==> config.mk <==
export PLATFORM = sky130hd
export DESIGN_NAME = tcr_config_regs
export DESIGN_NICKNAME = d
export VERILOG_FILES = /design/src/hw/tcr_pkg.sv /design/src/hw/tcr_ctrl_file.sv /design/src/hw/tcr_data_buf.sv /design/src/hw/tcr_config_regs.sv
export SDC_FILE = /design/constraint.sdc
export NUM_CORES = 1
export LEC_CHECK = 0
export ABC_AREA = 1
export BUFFER_PORTS_ARGS = -buffer_cell sky130_fd_sc_hd__buf_4
export CAP_MARGIN = 0
export CORE_MARGIN = 2
export CORE_UTILIZATION = 45
export CTS_BUF_LIST = sky130_fd_sc_hd__clkbuf_4
export DETAILED_ROUTE_END_ITERATION = 10
export SYNTH_ARGS = -nofsm -noshare
export SYNTH_HDL_FRONTEND = slang
export SYNTH_SLANG_ARGS = --single-unit
==> constraint.sdc <==
create_clock -name sys_clk -period 3.8 [get_ports sys_clk]
set_clock_uncertainty 0.15 [all_clocks]
set_input_delay 0.19 -clock sys_clk [delete_from_list [all_inputs] [get_ports sys_clk]]
set_output_delay 0.19 -clock sys_clk [all_outputs]
set_load 0.01 [all_outputs]
==> src/hw/tcr_pkg.sv <==
// Package of the transceiver configuration register bank.
// Assumes one 10 MHz system clock and an asynchronous active-high reset.
//
// Contract
// - Sixteen-byte data buffer plus eight control bytes, host readable and writable.
// - Separate byte-wide status register, readable by the host.
// - Contents kept while powered, lost on entering off mode.
// - Power-on through either pin loads every control register default.
// - Receive: threshold 1/2/4/12 bytes or receive error raises interrupt.
// - Transmit: 1/2/4/12 bytes remaining or buffer empty raises interrupt.
// - Threshold field has no effect in full-duplex modes.
// - Control 1 bit 5 selects narrow 3072..4095 or full 0..8191 range.
// - Control 1 bit 4 selects the 433/868 or the 315 band.
// - Control 1 bits 3:1 select idle, transmit, polling, receive, duplex.
// - Control 1 bit 0 routes data through serial pins instead of buffer.
// - Control 2 bits 7:1 hold frequency low part, default 84.
// - Frequency word is thirteen bits wide.
// - Receive: polling bit clear lets a good bit-check raise interrupt.
// - Transmit: polling bit clear enables Manchester, set gives NRZ.
// - Polling/coding bit has no effect in full-duplex modes.
// - Frequency word is low part plus high part from control 3.
// - Serial accesses are ignored while the device is off.
`default_nettype none
package tcr_pkg;
   // ==========================================================
   // Storage geometry
   localparam int BUF_DEPTH   = 16;
   localparam int CTRL_COUNT  = 8;
   localparam int BYTE_W      = 8;
   localparam int SYNTH_WORD_A_W      = 13;
   // ==========================================================
   // Address map: control at 0..7, buffer and status selected by space.
   localparam logic [3:0] CTRL_MODE_IRQ_ADR  = 4'h0;
   localparam logic [3:0] CTRL_SYNTH_WORD_A_LOW_ADR  = 4'h1;
   localparam logic [3:0] CTRL_SYNTH_WORD_A_HIGH_ADR = 4'h2;
   // ==========================================================
   // Control register 1 fields and reset value
   localparam int IRQ_THR_HI   = 7;
   localparam int IRQ_THR_LO   = 6;
   localparam int RANGE_BIT    = 5;
   localparam int BAND_BIT     = 4;
   localparam int MODE_HI      = 3;
   localparam int MODE_LO      = 1;
   localparam int TRANSP_BIT   = 0;
   localparam logic [7:0] CTRL1_RESET = 8'h80;
   // Control register 2 fields and reset value
   localparam int SYNTH_WORD_A_LOW_HI  = 7;
   localparam int SYNTH_WORD_A_LOW_LO  = 1;
   localparam int POLL_BIT     = 0;
   localparam logic [7:0] CTRL2_RESET = 8'ha8;
   // Control register 3: high part bits 7:2, default 3840 = 30*128.
   localparam int SYNTH_WORD_A_HIGH_HI = 7;
   localparam int SYNTH_WORD_A_HIGH_LO = 2;
   localparam logic [7:0] CTRL3_RESET = 8'h7b;
   localparam logic [7:0] CTRL_OTHER_RESET = 8'h00;
   localparam int SYNTH_WORD_A_HIGH_SHIFT = 7;
   // Narrow range: only low three high-part bits count, base 3072.
   localparam logic [12:0] NARROW_BASE = 13'hc00;
   localparam int NARROW_BITS  = 3;
   // ==========================================================
   // Interrupt fill thresholds per code
   localparam logic [4:0] THR_0 = 5'h01;
   localparam logic [4:0] THR_1 = 5'h02;
   localparam logic [4:0] THR_2 = 5'h04;
   localparam logic [4:0] THR_3 = 5'h0c;
   // ==========================================================
   // Operating mode codes
   typedef enum logic [2:0] {
      TCR_IDLE    = 3'h0,
      TCR_TX      = 3'h1,
      TCR_RX_POLL = 3'h2,
      TCR_RX      = 3'h3,
      TCR_FD_MST  = 3'h5,
      TCR_FD_SLV  = 3'h7
   } tcr_mode_t;
   // Access spaces
   typedef enum logic [1:0] {
      TCR_SP_CTRL = 2'h0,
      TCR_SP_BUF  = 2'h1,
      TCR_SP_STAT = 2'h2
   } tcr_space_t;
   // Host access request
   typedef struct packed {
      logic       wr;
      logic       rd;
      tcr_space_t space;
      logic [3:0] addr;
      logic [7:0] wdata;
   } tcr_req_t;
   // Decoded configuration
   typedef struct packed {
      logic [1:0]  irq_threshold;
      logic        pll_wide;
      logic        band_select;
      logic [2:0]  op_mode;
      logic        transparent;
      logic [6:0]  synth_word_a_low_part;
      logic        poll_mode;
      logic [12:0] synth_word_a;
   } tcr_cfg_t;
endpackage
`default_nettype wire

==> src/hw/tcr_ctrl_file.sv <==
// Eight control registers with defaults loaded at power-on.
// Assumes writes come already qualified by the powered state.
`default_nettype none
module tcr_ctrl_file #(
   parameter int COUNT = tcr_pkg::CTRL_COUNT
) (
   // Clock and reset
   input  wire logic                sys_clk,
   input  wire logic                sys_rst,
   input  wire logic                clk_en,
   input  wire logic                clear,
   // Access
   input  wire logic                wr_en,
   input  wire logic [3:0]          wr_addr,
   input  wire logic [7:0]          wr_data,
   output logic [COUNT-1:0][7:0]    regs
);
   // ==========================================================
   // Storage
   genvar i;
   generate
      for (i = 0; i < COUNT; i++) begin : g_reg
         localparam logic [7:0] RST_VAL =
            (i == 0) ? tcr_pkg::CTRL1_RESET :
            (i == 1) ? tcr_pkg::CTRL2_RESET :
            (i == 2) ? tcr_pkg::CTRL3_RESET : tcr_pkg::CTRL_OTHER_RESET;
         wire logic hit = wr_en && (wr_addr == 4'(i));
         logic [7:0] val_reg;
         always_ff @(posedge sys_clk or posedge sys_rst) begin
            if (sys_rst) begin
               val_reg <= RST_VAL;
            end else if (clk_en) begin
               if (clear) begin
                  val_reg <= RST_VAL;
               end else if (hit) begin
                  val_reg <= wr_data;
               end
            end
         end
         assign regs[i] = val_reg;
      end
   endgenerate
endmodule
`default_nettype wire

==> src/hw/tcr_data_buf.sv <==
// Sixteen-byte transmit/receive data buffer with fill count.
// Assumes the host side and the radio side never push and pop wrongly.
`default_nettype none
module tcr_data_buf #(
   parameter int DEPTH = tcr_pkg::BUF_DEPTH
) (
   // Clock and reset
   input  wire logic                      sys_clk,
   input  wire logic                      sys_rst,
   input  wire logic                      clk_en,
   input  wire logic                      clear,
   // Write side
   input  wire logic                      push,
   input  wire logic [7:0]                push_data,
   // Read side
   input  wire logic                      pop,
   output logic [7:0]                     pop_data,
   // Fill level
   output logic [$clog2(DEPTH+1)-1:0]     count
);
   localparam int AW = $clog2(DEPTH);
   logic [7:0]    mem [DEPTH];
   logic [AW-1:0] wp_reg;
   logic [AW-1:0] rp_reg;
   logic [$clog2(DEPTH+1)-1:0] cnt_reg;
   wire logic do_push = push && (cnt_reg != ($clog2(DEPTH+1))'(DEPTH));
   wire logic do_pop  = pop && (cnt_reg != '0);

   // ==========================================================
   // Pointers and count
   always_ff @(posedge sys_clk or posedge sys_rst) begin
      if (sys_rst) begin
         wp_reg   <= '0;
         rp_reg   <= '0;
         cnt_reg  <= '0;
         pop_data <= 8'h00;
      end else if (clk_en) begin
         if (clear) begin
            wp_reg  <= '0;
            rp_reg  <= '0;
            cnt_reg <= '0;
         end else begin
            if (do_push) wp_reg <= wp_reg + 1'b1;
            if (do_pop) begin
               rp_reg   <= rp_reg + 1'b1;
               pop_data <= mem[rp_reg];
            end
            if (do_push && !do_pop) cnt_reg <= cnt_reg + 1'b1;
            else if (do_pop && !do_push) cnt_reg <= cnt_reg - 1'b1;
         end
      end
   end
   always_ff @(posedge sys_clk) begin
      if (clk_en && do_push) mem[wp_reg] <= push_data;
   end
   assign count = cnt_reg;
endmodule
`default_nettype wire

==> src/hw/tcr_config_regs.sv <==
// Top of the configuration register bank: power state, storage, decode, interrupt.
// Assumes the serial interface shift logic presents decoded byte requests.
`default_nettype none
module tcr_config_regs (
   // Clock and reset
   input  wire logic              sys_clk,
   input  wire logic              sys_rst,
   input  wire logic              clk_en,
   // Power pins and off command
   input  wire logic              power_on_pin,
   input  wire logic              power_button_n,
   input  wire logic              off_cmd,
   // Host request
   input  var  tcr_pkg::tcr_req_t req,
   output logic [7:0]             rdata,
   // Radio side buffer access
   input  wire logic              radio_push,
   input  wire logic [7:0]        radio_push_data,
   input  wire logic              radio_pop,
   output logic [7:0]             radio_pop_data,
   // Radio events and status
   input  wire logic              rx_error,
   input  wire logic              bit_check_ok,
   input  wire logic              tx_empty,
   input  wire logic [7:0]        status_in,
   // Transparent streaming
   input  wire logic              serial_in_tx_mod,
   input  wire logic              rx_mod_data,
   output logic                   tx_mod_data,
   output logic                   serial_out_rx_mod,
   // Decoded configuration
   output var  tcr_pkg::tcr_cfg_t cfg,
   output logic                   manchester_en,
   output logic                   powered,
   output logic                   irq
);
   localparam int CW = $clog2(tcr_pkg::BUF_DEPTH + 1);

   // ==========================================================
   // Power state
   logic powered_reg;
   wire logic wake = power_on_pin || !power_button_n;
   wire logic go_off = powered_reg && off_cmd && !wake;
   wire logic go_on = !powered_reg && wake;
   always_ff @(posedge sys_clk or posedge sys_rst) begin
      if (sys_rst) begin
         powered_reg <= 1'b0;
      end else if (clk_en) begin
         if (go_on) powered_reg <= 1'b1;
         else if (go_off) powered_reg <= 1'b0;
      end
   end
   assign powered = powered_reg;
   wire logic wipe = go_on || go_off;

   // ==========================================================
   // Request qualification
   // ignore while off
   wire logic acc_wr = powered_reg && req.wr;
   wire logic acc_rd = powered_reg && req.rd;
   wire logic ctrl_wr = acc_wr && (req.space == tcr_pkg::TCR_SP_CTRL);
   wire logic [7:0] ctrl_mode_irq;

   // ==========================================================
   // Control registers
   logic [tcr_pkg::CTRL_COUNT-1:0][7:0] ctrl;
   tcr_ctrl_file #(.COUNT(tcr_pkg::CTRL_COUNT)) u_ctrl (
      .sys_clk (sys_clk),
      .sys_rst (sys_rst),
      .clk_en  (clk_en),
      .clear   (wipe),
      .wr_en   (ctrl_wr),
      // Writes alias on the low three address bits, the same way reads do.
      .wr_addr ({1'b0, req.addr[2:0]}),
      .wr_data (req.wdata),
      .regs    (ctrl)
   );
   assign ctrl_mode_irq = ctrl[tcr_pkg::CTRL_MODE_IRQ_ADR];
   wire logic [7:0] control_synth_word_a_low  = ctrl[tcr_pkg::CTRL_SYNTH_WORD_A_LOW_ADR];
   wire logic [7:0] control_synth_word_a_high = ctrl[tcr_pkg::CTRL_SYNTH_WORD_A_HIGH_ADR];

   // ==========================================================
   // Field decode
   wire logic [1:0] irq_threshold =
      {ctrl_mode_irq[tcr_pkg::IRQ_THR_HI], ctrl_mode_irq[tcr_pkg::IRQ_THR_LO]};
   wire logic       pll_wide    = ctrl_mode_irq[tcr_pkg::RANGE_BIT];
   wire logic       band_select = ctrl_mode_irq[tcr_pkg::BAND_BIT];
   wire logic [2:0] op_mode     = ctrl_mode_irq[tcr_pkg::MODE_HI:tcr_pkg::MODE_LO];
   wire logic       transparent = ctrl_mode_irq[tcr_pkg::TRANSP_BIT];
   wire logic [6:0] synth_word_a_low_part =
      control_synth_word_a_low[tcr_pkg::SYNTH_WORD_A_LOW_HI:tcr_pkg::SYNTH_WORD_A_LOW_LO];
   wire logic       poll_mode   = control_synth_word_a_low[tcr_pkg::POLL_BIT];
   wire logic [5:0] synth_word_a_high_raw =
      control_synth_word_a_high[tcr_pkg::SYNTH_WORD_A_HIGH_HI:tcr_pkg::SYNTH_WORD_A_HIGH_LO];
   wire logic [2:0] synth_word_a_high_narrow = synth_word_a_high_raw[tcr_pkg::NARROW_BITS-1:0];

   wire logic is_tx  = powered_reg && (op_mode == tcr_pkg::TCR_TX);
   wire logic is_rx  = powered_reg && ((op_mode == tcr_pkg::TCR_RX) ||
                                       (op_mode == tcr_pkg::TCR_RX_POLL));

   // ==========================================================
   // Synthesizer word
   // range select
   wire logic [12:0] synth_word_a_high_part = pll_wide ?
      {synth_word_a_high_raw, 7'h00} :
      (tcr_pkg::NARROW_BASE | {3'h0, synth_word_a_high_narrow, 7'h00});
   wire logic [12:0] synth_word_a = synth_word_a_high_part + {6'h00, synth_word_a_low_part};

   assign cfg.irq_threshold = irq_threshold;
   assign cfg.pll_wide      = pll_wide;
   assign cfg.band_select   = band_select;
   assign cfg.op_mode       = op_mode;
   assign cfg.transparent   = transparent;
   assign cfg.synth_word_a_low_part = synth_word_a_low_part;
   assign cfg.poll_mode     = poll_mode;
   assign cfg.synth_word_a  = synth_word_a;

   assign manchester_en = is_tx && !poll_mode;

   // ==========================================================
   // Data buffer
   wire logic buf_en   = powered_reg && !transparent;
   wire logic host_buf = req.space == tcr_pkg::TCR_SP_BUF;
   wire logic push = buf_en && ((acc_wr && host_buf) || radio_push);
   wire logic pop  = buf_en && ((acc_rd && host_buf) || radio_pop);
   wire logic [7:0] push_data = (acc_wr && host_buf) ? req.wdata : radio_push_data;
   logic [7:0]    buf_q;
   logic [CW-1:0] fill;
   tcr_data_buf #(.DEPTH(tcr_pkg::BUF_DEPTH)) u_buf (
      .sys_clk   (sys_clk),
      .sys_rst   (sys_rst),
      .clk_en    (clk_en),
      .clear     (wipe),
      .push      (push),
      .push_data (push_data),
      .pop       (pop),
      .pop_data  (buf_q),
      .count     (fill)
   );
   assign radio_pop_data = buf_q;

   assign tx_mod_data       = transparent && is_tx && serial_in_tx_mod;
   assign serial_out_rx_mod = transparent && is_rx && rx_mod_data;

   // ==========================================================
   // Status register
   logic [7:0] status_reg;
   always_ff @(posedge sys_clk or posedge sys_rst) begin
      if (sys_rst) begin
         status_reg <= 8'h00;
      end else if (clk_en) begin
         status_reg <= powered_reg ? status_in : 8'h00;
      end
   end

   // ==========================================================
   // Read data
   wire logic [7:0] rd_sel =
      (req.space == tcr_pkg::TCR_SP_CTRL) ? ctrl[req.addr[2:0]] :
      (req.space == tcr_pkg::TCR_SP_STAT) ? status_reg : 8'h00;
   logic rd_buf_reg;
   logic [7:0] rd_reg;
   always_ff @(posedge sys_clk or posedge sys_rst) begin
      if (sys_rst) begin
         rd_reg     <= 8'h00;
         rd_buf_reg <= 1'b0;
      end else if (clk_en) begin
         rd_buf_reg <= acc_rd && host_buf;
         if (acc_rd) rd_reg <= rd_sel;
      end
   end
   assign rdata = rd_buf_reg ? buf_q : rd_reg;

   // ==========================================================
   // Interrupt
   wire logic [4:0] thr =
      (irq_threshold == 2'h0) ? tcr_pkg::THR_0 :
      (irq_threshold == 2'h1) ? tcr_pkg::THR_1 :
      (irq_threshold == 2'h2) ? tcr_pkg::THR_2 : tcr_pkg::THR_3;
   wire logic [4:0] fill5 = 5'(fill);
   wire logic rx_irq = is_rx && (((fill5 >= thr) && !transparent) || rx_error ||
                                 (bit_check_ok && !poll_mode));
   wire logic tx_irq = is_tx && !transparent && ((fill5 <= thr) || tx_empty);
   logic irq_reg;
   always_ff @(posedge sys_clk or posedge sys_rst) begin
      if (sys_rst) begin
         irq_reg <= 1'b0;
      end else if (clk_en) begin
         irq_reg <= rx_irq || tx_irq;
      end
   end
   assign irq = irq_reg;

   // ==========================================================
   // Checks
   // off ignores writes
   off_write_a: assert property (@(posedge sys_clk) disable iff (sys_rst)
      (clk_en && !powered_reg && !wake && req.wr) |=> $stable(ctrl))
      else $error("control changed while off");
   wake_default_a: assert property (@(posedge sys_clk) disable iff (sys_rst)
      (clk_en && go_on) |=> (ctrl_mode_irq == tcr_pkg::CTRL1_RESET &&
      control_synth_word_a_low == tcr_pkg::CTRL2_RESET &&
      control_synth_word_a_high == tcr_pkg::CTRL3_RESET))
      else $error("defaults not loaded at power on");
   write_back_a: assert property (@(posedge sys_clk) disable iff (sys_rst)
      (clk_en && ctrl_wr && !wipe) |=> (ctrl[$past(req.addr[2:0])] == $past(req.wdata)))
      else $error("control register not written");
   duplex_irq_a: assert property (@(posedge sys_clk) disable iff (sys_rst)
      (clk_en && powered_reg && op_mode[2]) |=> !irq)
      else $error("interrupt in duplex mode");
   narrow_range_a: assert property (@(posedge sys_clk) disable iff (sys_rst)
      !pll_wide |-> (synth_word_a >= tcr_pkg::NARROW_BASE && synth_word_a <= 13'hfff))
      else $error("word outside narrow range");
   rx_thresh_a: assert property (@(posedge sys_clk) disable iff (sys_rst)
      (clk_en && is_rx && !transparent && fill5 >= thr) |=> irq)
      else $error("receive threshold missed");
   manch_sel_a: assert property (@(posedge sys_clk) disable iff (sys_rst)
      manchester_en == (powered_reg && op_mode == tcr_pkg::TCR_TX && !poll_mode))
      else $error("manchester select wrong");
   transp_bypass_a: assert property (@(posedge sys_clk) disable iff (sys_rst)
      (clk_en && transparent && req.wr && host_buf && !wipe) |=> $stable(fill))
      else $error("buffer used in transparent mode");
endmodule
`default_nettype wire

==> impl_metrics.tcl <==
set metrics [dict create \
    crit_buf_inv 1 \
    track_usage 0.232 \
    cts_tree "yes" \
    rr_startpoint "powered" \
    grt-ovfl-total 0 \
    rows 57 \
    syn_area_um2 11000 \
    dieHeight_um 160 \
    io_pins 95 \
    drc 0 \
    fin_nets 1346 \
    ys_types 46 \
    ys_ff_latch 232 \
    slew_viol_final 0 \
    timing.fmax_mhz 351 \
    ys_async_sr_fraction 0.448 \
    finalHoldViolCount 0 \
    min_delay_path_depth 8 \
    fin_crit_sh 0.749 \
    rsz0062_at_grt "no" \
    yosys_warnings 0 \
    drt_iter0_markers 639 \
    root_buffer "clkbuf_4" \
    startpoint_type "flip-flop" \
    cp_slowest_stage_delay_ns 0.67 \
    wire_per_inst_um 17.8 \
    cts_buffers 58 \
    grt_max_degree 72 \
    syn2layout_area_growth_pct 19.8 \
    synthesis.nets 1185 \
    finalSetupViolCount 0 \
    place_congestion 0.809 \
    antenna_found_initial 1 \
    r2r-end "u_buf.mem[8][6]" \
    cap_violations 0 \
    hold_end "u_ctrl.g_reg[3].val_reg[0]" \
    cts.sinks 232 \
    p_per_area_nw_per_um2 654 \
    hpwl_um 19000 \
    ctsHtreeMaxLevel 2 \
    grt_pass1_vias 8390 \
    synth_cells 1126 \
    synth-edff-count 128 \
    die_x_um 160 \
    worstPathRequired_ns 3.96 \
    die_area_um2 25600 \
    viasPerCell 5.20 \
    synth-simple-area-share 0.194 \
    fin_util 0.545 \
    vdd_ir_drop_max_mv 0.365 \
    cpLargestDelayFamily "simple AND/OR/NAND/NOR gates" \
    cp_slowest_cell "dfrtp_1" \
    min_period_ns 2.85 \
    critPathKind "flip-flop to flip-flop" \
    dr.max_layer_used "met4" \
    cp-end-kind "flip-flop" \
    start_util 0.455 \
    synthMuxAreaShare 0 \
    tns_ns 0 \
    worstPathArrival_ns 3.00 \
    synthXorXnorAreaFrac 0.00559 \
    clockBufferDepth 3 \
    synth_top_family_by_area "simple AND/OR/NAND/NOR gates" \
    met1_length_um 12800 \
    synthFlopType "edfxtp_1" \
    synth_compound_area_frac 0.120 \
    core_um2 24100 \
    r2r_slack_ns 0.95 \
    port_buffers 93 \
    ant_nets 0 \
    hold_start "req[15]" \
    drive_gt1_frac 0.198 \
    yosys.area_share.adder 0.0167 \
    crit_top_cell "nor2_1" \
    crit_chain "inv_2 > nor2_1 > nand3_1 > nor2_4 > nand2_1 > nor2_1" \
    cellLeakagePower_nw 5.53 \
    syn_area_per_cell_um2 9.74 \
    n_fill_cell 2231 \
    drt-total-wl_um 29600 \
    dr.pass1.iters 5 \
    ys_seq_area_frac 0.589 \
    reg2regPathDepth 6 \
    met3_length_um 2050 \
    clk-insertion-delay-late_ns 0.69 \
    final_common_cell "nand2_1" \
    clk_pin_slew_ns 0.07 \
    via_count 8646 \
    met2_length_um 14200 \
    grt_pass1_wl_um 46000 \
    layout_common_cells "nand2_1, nor2_1, o21ai_0" \
    maxSlewHeadroom 0.389 \
    hold_path_class "primary input to flip-flop" \
    cts_resized 0 \
    largest_register_ffs 128 \
    worstMarginPinSlew_ns 0.917 \
    cp_max_fo 14 \
    status "complete, no violations" \
]
## worst reg2reg max path, delay by kind of cell (launching register included)
family	cells	cell delay (ns)
and+or+nand+nor	5	1.47
DFF	1	0.67
buffers and inverters	1	0.18
## kinds of logic after synthesis
kind of cell	after synthesis
buf+inv	167
compound gates	230
flops	232
fa+ha+maj	14
simple gates	476
xor+xnor	7
## layer usage
layer / track usage / vias up
met4: 0.0667 / 0
met1: 0.309 / 4159
li1: - / 4155
met2: 0.388 / 288
met3: 0.0447 / 44
met5: 0 / -
## per-stage QoR
step           area [um^2]  hold slack, ns  setup WS (ns)  std cells  power [mW]
2_1_floorplan        11000           0.174          0.744       1126        5.56
3_3_place_gp         11700           0.279           1.04       1489        6.39
3_5_place_dp         11700           0.283          0.983       1489        6.43
4_1_cts              13100          0.0137          0.958       1661        8.66
5_1_grt              13100          0.0763          0.748       1662        9.22
6_report             13100          0.0762          0.954       1662        8.60
## repair_timing
action	4_1_cts	5_1_grt
hold buffers	62	0
endpoints found under the hold margin	272	0
setup buffers	0	0
## cell usage after synthesis, types with 2 or more instances
master    instances  area [um^2]
a21oi_1          24          120
o21ai_2           8         70.1
buf_2            16         80.1
dfrtp_1          94         2350
nand2_4           5         56.3
a21oi_4           3         48.8
nand2_2           6         37.5
nor2_1          168          631
inv_2             8         30.0
xor2_1            3         26.3
o21ai_1          10         50.1
clkinv_1          2         7.51
nand2_1         191          717
nand4_1          19          119
nand3_4           2         35.0
a21boi_1          8         60.1
clkbuf_1         16         60.1
nand3_1          70          350
dfstp_2          10          263
o22ai_1           3         18.8
o21ai_0         149          746
o211ai_1         19          143
xnor2_1           4         35.0
edfxtp_1        128         3840
buf_4            31          233
nor2_4            8         90.1
buf_6             6         67.6
ha_1             13          163
inv_1            85          319
## final cells by class
type,count,area (um^2),share of cell area
Sequential cell,232,6460,0.492
Clock inverter,19,82.6,0.00629
Tap cell,324,405,0.0309
Antenna cell,1,2.50,0.000190
Inverter,97,377,0.0287
Multi-Input combinational cell,727,3690,0.281
Timing Repair Buffer,171,1440,0.110
Clock buffer,91,683,0.0520
## report_power, final
| part | switching [mW] | internal, mW |
|---|---|---|
| clock network | 1.01 | 1.09 |
| registers | 0.420 | 3.21 |
| logic | 1.75 | 1.12 |
## worst max path at each step
stage          slack [ns]               to    start  cells after the start
6_report             0.95  u_buf.mem[8][6]  powered                      6
5_1_grt              0.75  u_buf.mem[8][0]  powered                      6
4_1_cts              0.96  u_buf.mem[7][5]  powered                      6
3_5_place_dp         0.98  u_buf.mem[8][6]  powered                      6
3_3_place_gp         1.04  u_buf.mem[8][5]  powered                      6
2_1_floorplan        0.74              irq  sys_rst                      1
No activity file was read; power rests on OpenSTA's default activity.
